File: config.mk
export PLATFORM = sky130hd
export DESIGN_NAME = adc_control_and_result_regs
export DESIGN_NICKNAME = d
export VERILOG_FILES = /design/src/hw/adc_ctrl_pkg.sv /design/src/hw/adc_control_and_result_regs.sv
export SDC_FILE = /design/constraint.sdc
export NUM_CORES = 1
export LEC_CHECK = 0
export BUFFER_PORTS_ARGS = -buffer_cell sky130_fd_sc_hd__buf_2
export CORE_MARGIN = 4
export CORE_UTILIZATION = 35
export CTS_CLUSTER_SIZE = 8
export DETAILED_ROUTE_END_ITERATION = 10
export GPL_TIMING_DRIVEN = 1
export PLACE_DENSITY = 0.73
export SYNTH_ARGS = -nofsm -noshare
export SYNTH_HDL_FRONTEND = slang
export SYNTH_SLANG_ARGS = --single-unit
File: constraint.sdc
create_clock -name CLK_SYS -period 2.7 [get_ports CLK_SYS]
set_input_delay 0.54 -clock CLK_SYS [delete_from_list [all_inputs] [get_ports CLK_SYS]]
set_output_delay 0.54 -clock CLK_SYS [all_outputs]
set_load 0.01 [all_outputs]
File: src/hw/adc_ctrl_pkg.sv
package adc_ctrl_pkg;
	localparam int ADDR_W = 8;
	localparam int DATA_W = 32;
	localparam int RES_W = 12;
	localparam int NUM_CH = 12;

	// register byte offsets
	localparam logic [ADDR_W-1:0] OFS_CTRL0 = 8'h00;
	localparam logic [ADDR_W-1:0] OFS_CTRL1 = 8'h04;
	localparam logic [ADDR_W-1:0] OFS_RES_HI = 8'h08;
	localparam logic [ADDR_W-1:0] OFS_RES_LO = 8'h0C;
	localparam logic [ADDR_W-1:0] OFS_IRQ_STAT = 8'h10;
	localparam logic [ADDR_W-1:0] OFS_IRQ_MASK = 8'h14;

	// converter_control_0 fields
	localparam int C0_START = 7;
	localparam int C0_BUSY = 6;
	localparam int C0_EN = 5;
	localparam int C0_JUST = 4;
	localparam int C0_CH_LSB = 0;
	// converter_control_1 fields
	localparam int C1_INS_LSB = 4;
	localparam int C1_CKS_LSB = 0;

	localparam logic [7:0] CTRL0_RST = 8'h00;
	localparam logic [7:0] CTRL1_RST = 8'h00;
	localparam logic [7:0] CTRL1_MASK = 8'hF7;
	localparam logic [3:0] CH_LAST = 4'hB;
	localparam int IRQ_W = 1;
	localparam int IRQ_DONE = 0;

	localparam logic [1:0] RESP_OKAY = 2'h0;
	localparam logic [1:0] RESP_SLVERR = 2'h2;

	typedef enum logic [1:0] {
		CONV_IDLE,
		CONV_RUN
	} conv_state_type;
endpackage

File: src/hw/adc_control_and_result_regs.sv
// Chosen here: the register offsets and the AXI4-Lite slave port.
`timescale 1ns/100ps
// Operation
// - a 12-bit result is held in a high and a low byte register
// - justification 0: high byte bits 11..4, low upper nibble bits 3..0
// - justification 1: low byte bits 7..0, high lower nibble bits 11..8
// - result bit positions without a result bit read as zero
// - while disabled, both result registers keep their last value
// - conversion starts only on start written high then low
// - busy rises to one when the start sequence completes
// - busy clears to zero once the conversion has finished
// - busy is read-only; writes to its position are ignored
// - clearing enable powers the converter down
// - channel codes 0..11 route inputs 0..11; 12..15 select none
// - internal and external select together pick the single source
// - a pin assigned as converter input loses its shared function
// - a pin assigned as converter input loses its pull-high
// - each control register is eight bits wide
// - clock field divides system clock by two to the code power
// - an internal source disconnects the external channel path
module adc_control_and_result_regs (
	input wire logic CLK_SYS, // system clock
	input wire logic NRST, // async reset, active low
	input wire logic [adc_ctrl_pkg::ADDR_W-1:0] S_AXI_AWADDR, // write addr
	input wire logic S_AXI_AWVALID, // write addr valid
	output logic S_AXI_AWREADY, // write addr ready
	input wire logic [adc_ctrl_pkg::DATA_W-1:0] S_AXI_WDATA, // write data
	input wire logic [3:0] S_AXI_WSTRB, // byte strobes
	input wire logic S_AXI_WVALID, // write data valid
	output logic S_AXI_WREADY, // write data ready
	output logic [1:0] S_AXI_BRESP, // write response
	output logic S_AXI_BVALID, // write response valid
	input wire logic S_AXI_BREADY, // write response ready
	input wire logic [adc_ctrl_pkg::ADDR_W-1:0] S_AXI_ARADDR, // read addr
	input wire logic S_AXI_ARVALID, // read addr valid
	output logic S_AXI_ARREADY, // read addr ready
	output logic [adc_ctrl_pkg::DATA_W-1:0] S_AXI_RDATA, // read data
	output logic [1:0] S_AXI_RRESP, // read response
	output logic S_AXI_RVALID, // read data valid
	input wire logic S_AXI_RREADY, // read data ready
	output logic IRQ, // level interrupt
	output logic CONV_POWER_EN, // converter analog power
	output logic CONV_START, // one-cycle launch pulse to core
	output logic CONV_CLK_TICK, // conversion clock enable pulse
	input wire logic CONV_DONE, // core finished, one-cycle pulse
	input wire logic [adc_ctrl_pkg::RES_W-1:0] CONV_DATA, // core result
	output logic [3:0] INT_SRC_SEL, // internal source code to mux
	output logic [adc_ctrl_pkg::NUM_CH-1:0] EXT_CH_ONEHOT, // channel switch
	input wire logic [adc_ctrl_pkg::NUM_CH-1:0] PIN_ANALOG_SEL, // pin mux
	input wire logic [adc_ctrl_pkg::NUM_CH-1:0] PIN_PULLUP_REQ, // pull-high
	output logic [adc_ctrl_pkg::NUM_CH-1:0] PIN_DIGITAL_EN, // shared fn on
	output logic [adc_ctrl_pkg::NUM_CH-1:0] PIN_PULLUP_EN // pull-high on
);
	import adc_ctrl_pkg::*;

	function automatic logic [6:0] div_mask(input logic [2:0] code);
		div_mask = 7'((8'h01 << code) - 8'h01);
	endfunction

	function automatic logic int_source(input logic [3:0] code);
		// 0000, 0100 and 11xx leave the external channel path in use
		int_source = !(code == 4'h0 || code == 4'h4 || code[3:2] == 2'h3);
	endfunction

	function automatic logic reg_mapped(input logic [ADDR_W-1:0] addr);
		reg_mapped = addr == OFS_CTRL0 || addr == OFS_CTRL1 ||
			addr == OFS_RES_HI || addr == OFS_RES_LO ||
			addr == OFS_IRQ_STAT || addr == OFS_IRQ_MASK;
	endfunction

	// reset release
	logic rst_meta_r;
	logic rst_n_r;

	// bus handshake state
	logic aw_held_r;
	logic w_held_r;
	logic [ADDR_W-1:0] awaddr_r;
	logic [ADDR_W-1:0] araddr_r;
	logic [7:0] wbyte_r;
	logic wlane_r;
	logic bvalid_r;
	logic rvalid_r;
	logic [1:0] bresp_r;
	logic [1:0] rresp_r;
	logic [DATA_W-1:0] rdata_r;

	// control register fields
	logic start_r;
	logic start_prev_r;
	logic en_r;
	logic just_r;
	logic [3:0] ch_r;
	logic [3:0] ins_r;
	logic [2:0] cks_r;

	// conversion sequencing
	logic busy_r;
	conv_state_type state_r;
	logic [RES_W-1:0] result_r;
	logic [6:0] div_cnt_r;
	logic tick_r;
	logic launch_r;
	logic [IRQ_W-1:0] irq_stat_r;
	logic [IRQ_W-1:0] irq_mask_r;

	// decode and read mux
	logic do_write;
	logic do_read;
	logic wr_ok;
	logic [7:0] res_hi;
	logic [7:0] res_lo;
	logic [7:0] ctrl0;
	logic [7:0] ctrl1;
	logic start_seq;
	logic [7:0] rd_byte;
	logic rd_ok;

	// reset asserts at once but releases in step with the clock
	always_ff @(posedge CLK_SYS or negedge NRST) begin
		if (!NRST) begin
			rst_meta_r <= 1'b0;
			rst_n_r <= 1'b0;
		end else begin
			rst_meta_r <= 1'b1;
			rst_n_r <= rst_meta_r;
		end
	end

	// write channel: address and data may arrive in either order
	// readies are combinational so an idle slave takes a beat at once
	assign S_AXI_AWREADY = !aw_held_r && !bvalid_r;
	assign S_AXI_WREADY = !w_held_r && !bvalid_r;
	assign do_write = aw_held_r && w_held_r && !bvalid_r;
	// result registers answer okay but ignore the data
	assign wr_ok = reg_mapped(awaddr_r);

	always_ff @(posedge CLK_SYS or negedge rst_n_r) begin
		if (!rst_n_r) begin
			aw_held_r <= 1'b0;
			w_held_r <= 1'b0;
			awaddr_r <= '0;
			wbyte_r <= '0;
			wlane_r <= 1'b0;
			bvalid_r <= 1'b0;
			bresp_r <= RESP_OKAY;
		end else begin
			if (S_AXI_AWVALID && S_AXI_AWREADY) begin
				aw_held_r <= 1'b1;
				awaddr_r <= {S_AXI_AWADDR[ADDR_W-1:2], 2'b00};
			end
			if (S_AXI_WVALID && S_AXI_WREADY) begin
				w_held_r <= 1'b1;
				wbyte_r <= S_AXI_WDATA[7:0];
				wlane_r <= S_AXI_WSTRB[0];
			end
			if (do_write) begin
				aw_held_r <= 1'b0;
				w_held_r <= 1'b0;
				bvalid_r <= 1'b1;
				bresp_r <= wr_ok ? RESP_OKAY : RESP_SLVERR;
			end else if (bvalid_r && S_AXI_BREADY) begin
				bvalid_r <= 1'b0;
			end
		end
	end

	assign S_AXI_BVALID = bvalid_r;
	assign S_AXI_BRESP = bresp_r;

	// control registers; result registers ignore writes
	always_ff @(posedge CLK_SYS or negedge rst_n_r) begin
		if (!rst_n_r) begin
			start_r <= CTRL0_RST[C0_START];
			en_r <= CTRL0_RST[C0_EN];
			just_r <= CTRL0_RST[C0_JUST];
			ch_r <= CTRL0_RST[C0_CH_LSB +: 4];
			ins_r <= CTRL1_RST[C1_INS_LSB +: 4];
			cks_r <= CTRL1_RST[C1_CKS_LSB +: 3];
			irq_mask_r <= '0;
		end else if (do_write && wlane_r) begin
			unique case (awaddr_r)
				OFS_CTRL0: begin
					// busy position is not stored from the bus
					start_r <= wbyte_r[C0_START];
					en_r <= wbyte_r[C0_EN];
					just_r <= wbyte_r[C0_JUST];
					ch_r <= wbyte_r[C0_CH_LSB +: 4];
				end
				OFS_CTRL1: begin
					ins_r <= wbyte_r[C1_INS_LSB +: 4];
					cks_r <= wbyte_r[C1_CKS_LSB +: 3];
				end
				OFS_IRQ_MASK: irq_mask_r <= wbyte_r[IRQ_W-1:0];
				default: ;
			endcase
		end
	end

	// launch on high-then-low of the start bit; ignored when disabled
	// or already converting, so a second sequence cannot corrupt a result
	assign start_seq = start_prev_r && !start_r;

	// previous start value for the high-then-low detector
	always_ff @(posedge CLK_SYS or negedge rst_n_r) begin
		if (!rst_n_r) begin
			start_prev_r <= 1'b0;
		end else begin
			start_prev_r <= start_r;
		end
	end

	always_ff @(posedge CLK_SYS or negedge rst_n_r) begin
		if (!rst_n_r) begin
			state_r <= CONV_IDLE;
			busy_r <= 1'b0;
			launch_r <= 1'b0;
		end else begin
			launch_r <= 1'b0;
			unique case (state_r)
				CONV_IDLE: begin
					if (start_seq && en_r) begin
						state_r <= CONV_RUN;
						busy_r <= 1'b1;
						launch_r <= 1'b1;
					end
				end
				CONV_RUN: begin
					// disabling aborts; powering down stops the core
					if (CONV_DONE || !en_r) begin
						state_r <= CONV_IDLE;
						busy_r <= 1'b0;
					end
				end
				default: begin
					state_r <= CONV_IDLE;
					busy_r <= 1'b0;
				end
			endcase
		end
	end

	// result loads in the same edge that busy falls
	// an aborted run never loads, so the old value survives
	always_ff @(posedge CLK_SYS or negedge rst_n_r) begin
		if (!rst_n_r) begin
			result_r <= '0;
		end else if (state_r == CONV_RUN && CONV_DONE && en_r) begin
			result_r <= CONV_DATA;
		end
	end

	// conversion clock: tick once every 2**code system clocks
	// a code change takes effect at once, as the running count is compared under the new mask
	// tick is registered so the core sees a clean one-cycle enable
	always_ff @(posedge CLK_SYS or negedge rst_n_r) begin
		if (!rst_n_r) begin
			div_cnt_r <= '0;
			tick_r <= 1'b0;
		end else if (!en_r) begin
			div_cnt_r <= '0;
			tick_r <= 1'b0;
		end else begin
			if ((div_cnt_r & div_mask(cks_r)) == div_mask(cks_r)) begin
				div_cnt_r <= '0;
				tick_r <= 1'b1;
			end else begin
				div_cnt_r <= div_cnt_r + 7'h01;
				tick_r <= 1'b0;
			end
		end
	end

	// completion interrupt; a new event wins over a same-cycle clear
	always_ff @(posedge CLK_SYS or negedge rst_n_r) begin
		if (!rst_n_r) begin
			irq_stat_r <= '0;
		end else begin
			if (do_write && wlane_r && awaddr_r == OFS_IRQ_STAT) begin
				irq_stat_r[IRQ_DONE] <= irq_stat_r[IRQ_DONE] &
					~wbyte_r[IRQ_DONE];
			end
			if (state_r == CONV_RUN && CONV_DONE && en_r) begin
				irq_stat_r[IRQ_DONE] <= 1'b1;
			end
		end
	end

	// the mask only gates the pin; status records every finish
	assign IRQ = |(irq_stat_r & irq_mask_r);

	// result byte layout by justification, unused bits zero
	always_comb begin
		if (just_r) begin
			res_hi = {4'h0, result_r[11:8]};
			res_lo = result_r[7:0];
		end else begin
			res_hi = result_r[11:4];
			res_lo = {result_r[3:0], 4'h0};
		end
	end

	assign ctrl0 = {start_r, busy_r, en_r, just_r, ch_r};
	assign ctrl1 = {ins_r, 1'b0, cks_r} & CTRL1_MASK;

	// unmapped reads answer zero with an error response
	always_comb begin
		rd_ok = 1'b1;
		unique case (araddr_r)
			OFS_CTRL0: rd_byte = ctrl0;
			OFS_CTRL1: rd_byte = ctrl1;
			OFS_RES_HI: rd_byte = res_hi;
			OFS_RES_LO: rd_byte = res_lo;
			OFS_IRQ_STAT: rd_byte = 8'(irq_stat_r);
			OFS_IRQ_MASK: rd_byte = 8'(irq_mask_r);
			default: begin
				rd_byte = 8'h00;
				rd_ok = 1'b0;
			end
		endcase
	end

	// read path: address captured, data answered the next cycle
	logic ar_held_r;
	assign S_AXI_ARREADY = !ar_held_r && !rvalid_r;
	assign do_read = ar_held_r && !rvalid_r;

	always_ff @(posedge CLK_SYS or negedge rst_n_r) begin
		if (!rst_n_r) begin
			ar_held_r <= 1'b0;
			araddr_r <= '0;
			rvalid_r <= 1'b0;
			rdata_r <= '0;
			rresp_r <= RESP_OKAY;
		end else begin
			if (S_AXI_ARVALID && S_AXI_ARREADY) begin
				ar_held_r <= 1'b1;
				araddr_r <= {S_AXI_ARADDR[ADDR_W-1:2], 2'b00};
			end
			if (do_read) begin
				ar_held_r <= 1'b0;
				rvalid_r <= 1'b1;
				rdata_r <= {24'h000000, rd_byte};
				rresp_r <= rd_ok ? RESP_OKAY : RESP_SLVERR;
			end else if (rvalid_r && S_AXI_RREADY) begin
				rvalid_r <= 1'b0;
			end
		end
	end

	assign S_AXI_RVALID = rvalid_r;
	assign S_AXI_RDATA = rdata_r;
	assign S_AXI_RRESP = rresp_r;

	// analog routing: one converter, one source at a time
	// codes above the last channel leave the input floating
	always_comb begin
		EXT_CH_ONEHOT = '0;
		if (en_r && !int_source(ins_r) && ch_r <= CH_LAST)
			EXT_CH_ONEHOT[ch_r] = 1'b1;
	end

	assign INT_SRC_SEL = en_r ? ins_r : 4'h0;
	assign CONV_POWER_EN = en_r;
	assign CONV_START = launch_r;
	assign CONV_CLK_TICK = tick_r;

	// pin gating follows the pin mux even while the converter is off
	assign PIN_DIGITAL_EN = ~PIN_ANALOG_SEL;
	assign PIN_PULLUP_EN = PIN_PULLUP_REQ & ~PIN_ANALOG_SEL;
endmodule

==> metrics <==
Area Overhead vs Synth=22.3%; site row count=37; H-tree levels=3; transition time at the pin with the least slew margin=926 ps; root buffer cell=clkbuf_8; count of endpoints failing setup in the final report=0; detailed-router iteration count before antenna repair=4; run status=complete, no violations; total net switching power=1.41 mW; post-CTS setup buffers=0; most frequently used flop master after synthesis=dfrtp_1; global-route wire length before repair=14.2 mm; All-Layer GR Usage=13.9%; final worst path period share=93.6%; Data required, critical path=2160 ps; switching share of power=36.1%; clock tree from TritonCTS=built; Yosys warning count=0; standard cell core area=10,400 um2; Bufs on Longest Clock Path=2; most numerous cell in the Yosys netlist=dfrtp_1; Via density=4.72; via count=2,897; boundary pin count=181; Synth cell types=44; worst IR drop on VDD=0.000594 V; Critical Path Slowest Stage Cell=or3b_2; Critical Path, Cell by Cell=nor3_1, o21ai_0, or3b_2, nor3_1, buf_2; vertical die dimension=112 um; global placement routability congestion=0.769; power share of the combinational group=30.1%; detailed-route DRC error count=0; clock latency on the worst-skew pair=350 ps; final-report max-slew violation count=0; largest net degree at the start of global routing=44; biggest cell delay along the critical path=530 ps; Max-Slew Margin vs Limit=38.3%; final worst setup slack=174 ps; CP endpoint kind=output pin; routed wire length per instance=13.8 um; min-delay worst type=input port to flop; die outline area=12,500 um2; worst slack after detailed placement=582 ps; number of buffers and inverters on the critical path=1; Iteration-0 DRC Markers=108; PwrDens=844 nW/um2; count of buffers inserted at the top-level ports=123; starting density of the core=36.3%; max_cap viols=0; gr ovfl total=0; sequential area share after synthesis=51.0%; number of clock buffers inserted by TritonCTS=9; reported leakage power=2.34 nW; sum of routed wire length over all layers=8.48 mm; relative contribution of sequential cells to total power=49.4%; Post-Syn Area per Cell=10.8 um2; async set-or-reset flop fraction in the synthesized netlist=100%; proportion of netlist area held by the largest area contributor=51.0%; cell area after synthesis=3780 um2; Internal=2.49 mW; clk sinks=77; final layout net count=572; top fanout value on the critical path=4; achievable clock frequency=396 MHz; number of antenna violations at the first check in global routing=0; Post-DP HPWL=6.76 mm; number of global-route vias before repair=2,950; crit path launch type=flop; dominant cell type by area after synthesis=dfrtp_1; Post-synth top cells=77 x dfrtp_1, 46 x mux2_2, 26 x buf_4; path type of the worst setup path=flop to output pin; fraction of final layout cells with drive strength greater than 1=39.7%; instance count of the mapped netlist=351; clock slew at reported path FFs=70 ps; Clock Power Share=20.5%; unrepaired setup endpoints after global routing=false; sum of negative setup slack=0 ps; count of flip-flops with a built-in enable after synthesis=0; top post-synthesis cells by area=dfrtp_1 51%, mux2_2 14%, buf_4 5.2%; delay-heaviest family, CP=simple AND/OR/NAND/NOR gates; Antenna diodes=0; critical path arrival=1990 ps; final worst path period need=2530 ps; final number of hold-violating endpoints=0; flip-flop and latch count after synthesis=77; total power after layout=3.90 mW; count of nets left with antenna violations after detail routing=0; Fin Clk Skew=5.44 ps; Die X=112 um; most repeated library cell on the critical path=nor3_1
-- path summary, 6_finish.rpt --
check / from / end / slack [ps] / cells after the start
min: S_AXI_RREADY / S_AXI_RVALID / 360 / 2
min in group asynchronous: rst_n_r / ch_r[1] / 420 / 0
max in group asynchronous: rst_n_r / S_AXI_RDATA[7] / 1610 / 1
max: ins_r[0] / EXT_CH_ONEHOT[11] / 170 / 5
max reg2reg: araddr_r[2] / S_AXI_RDATA[4] / 820 / 4
min reg2reg: rst_meta_r / rst_n_r / 360 / 0
-- cell families (layout without fill, tap and decap cells) --
| family | Yosys count | after routing | share of synthesized area [%] |
|---|---|---|---|
| flops | 77 | 77 | 51.0 |
| fa+ha+maj | 1 | 1 | 0.331 |
| buf+inv | 60 | 162 | 8.71 |
| compound gates | 54 | 54 | 8.81 |
| simple gates | 97 | 97 | 13.4 |
| other cells | 2 | 27 | 0.199 |
| mux | 55 | 55 | 16.4 |
| xor+xnor | 5 | 5 | 1.16 |
-- power by group through the flow --
stage               Combinational, mW  Sequential, mW  Clock [mW]
finish                           1.17            1.93       0.800
global route                     1.32            2.00       0.873
CTS                              1.19            1.93       0.822
detailed placement               1.18            1.95           0
global placement                 1.13            1.92           0
floorplan                       0.947            1.78           0
-- metrics by stage --
step | util, % | area, um2 | std cells | hold slack, ps
3_5_place_dp | 42.6 | 4440 | 599 | 326
5_1_grt | 44.4 | 4620 | 614 | 367
4_1_cts | 44.4 | 4620 | 614 | 355
6_report | 44.4 | 4620 | 614 | 357
3_3_place_gp | 42.6 | 4440 | 599 | 325
2_1_floorplan | - | 3870 | 376 | 244
-- state kept, by name (all words and copies together) (netlist names), 4 cells and up --
signal / flops
result_r: 12
S_AXI_RDATA: 8
wbyte_r: 8
div_cnt_r: 7
araddr_r: 6
awaddr_r: 6
ch_r: 4
ins_r: 4
-- per-layer routing --
layer	vias to the layer above	wire, um	GRT usage, %
met3	19	867	4.29
li1	1395	-	-
met1	1347	3520	17.2
met2	136	3900	22.5
met5	-	0	0
met4	0	196	6.00
-- cell usage in the layout, fill, tap and decap left out, types with 2 or more instances in the layout --
master / synthesis / routed
a31oi_1: 2 / 2
xor2_1: 2 / 2
buf_2: 4 / 123
o21ai_0: 16 / 16
o31ai_1: 2 / 2
o2bb2ai_1: 2 / 2
or3_1: 3 / 3
nor3_1: 8 / 8
mux2_2: 46 / 46
nand3_1: 9 / 9
a21oi_1: 14 / 14
nor2_1: 23 / 23
a211oi_1: 6 / 6
and2_1: 9 / 9
o21ai_1: 2 / 2
nand2_1: 18 / 18
nor2b_1: 14 / 14
mux2i_1: 8 / 8
clkbuf_1: 6 / 2
a21o_1: 3 / 3
clkinv_2: 0 / 2
xnor2_1: 3 / 3
dfrtp_1: 77 / 76
conb_1: 2 / 27
clkbuf_8: 0 / 9
a22o_1: 3 / 3
inv_1: 22 / 22
nand2b_1: 4 / 4
-- final cells by class --
type                    instances  area (um2)
clock buffers                  11         131
clock inverters                 3        40.0
fillers                       982        5790
inverters                      22        82.6
multi-input cells             239        1620
flip-flops and latches         77        1930
well taps                     136         170
repair buffers                126         653
-- worst reg2reg max path: cells and delay by family, from the launching register on --
family / cells / cell delay (ps)
muxes: 1 / 440
DFF: 1 / 820
AOI/OAI and AO/OA: 3 / 500
-- timing repair --
action / in CTS / in global routing
hold endpoints to repair: 2 / 0
gates resized for setup: 0 / 0
hold buffers: 1 / 0
No activity file was read; power rests on OpenSTA's default activity.
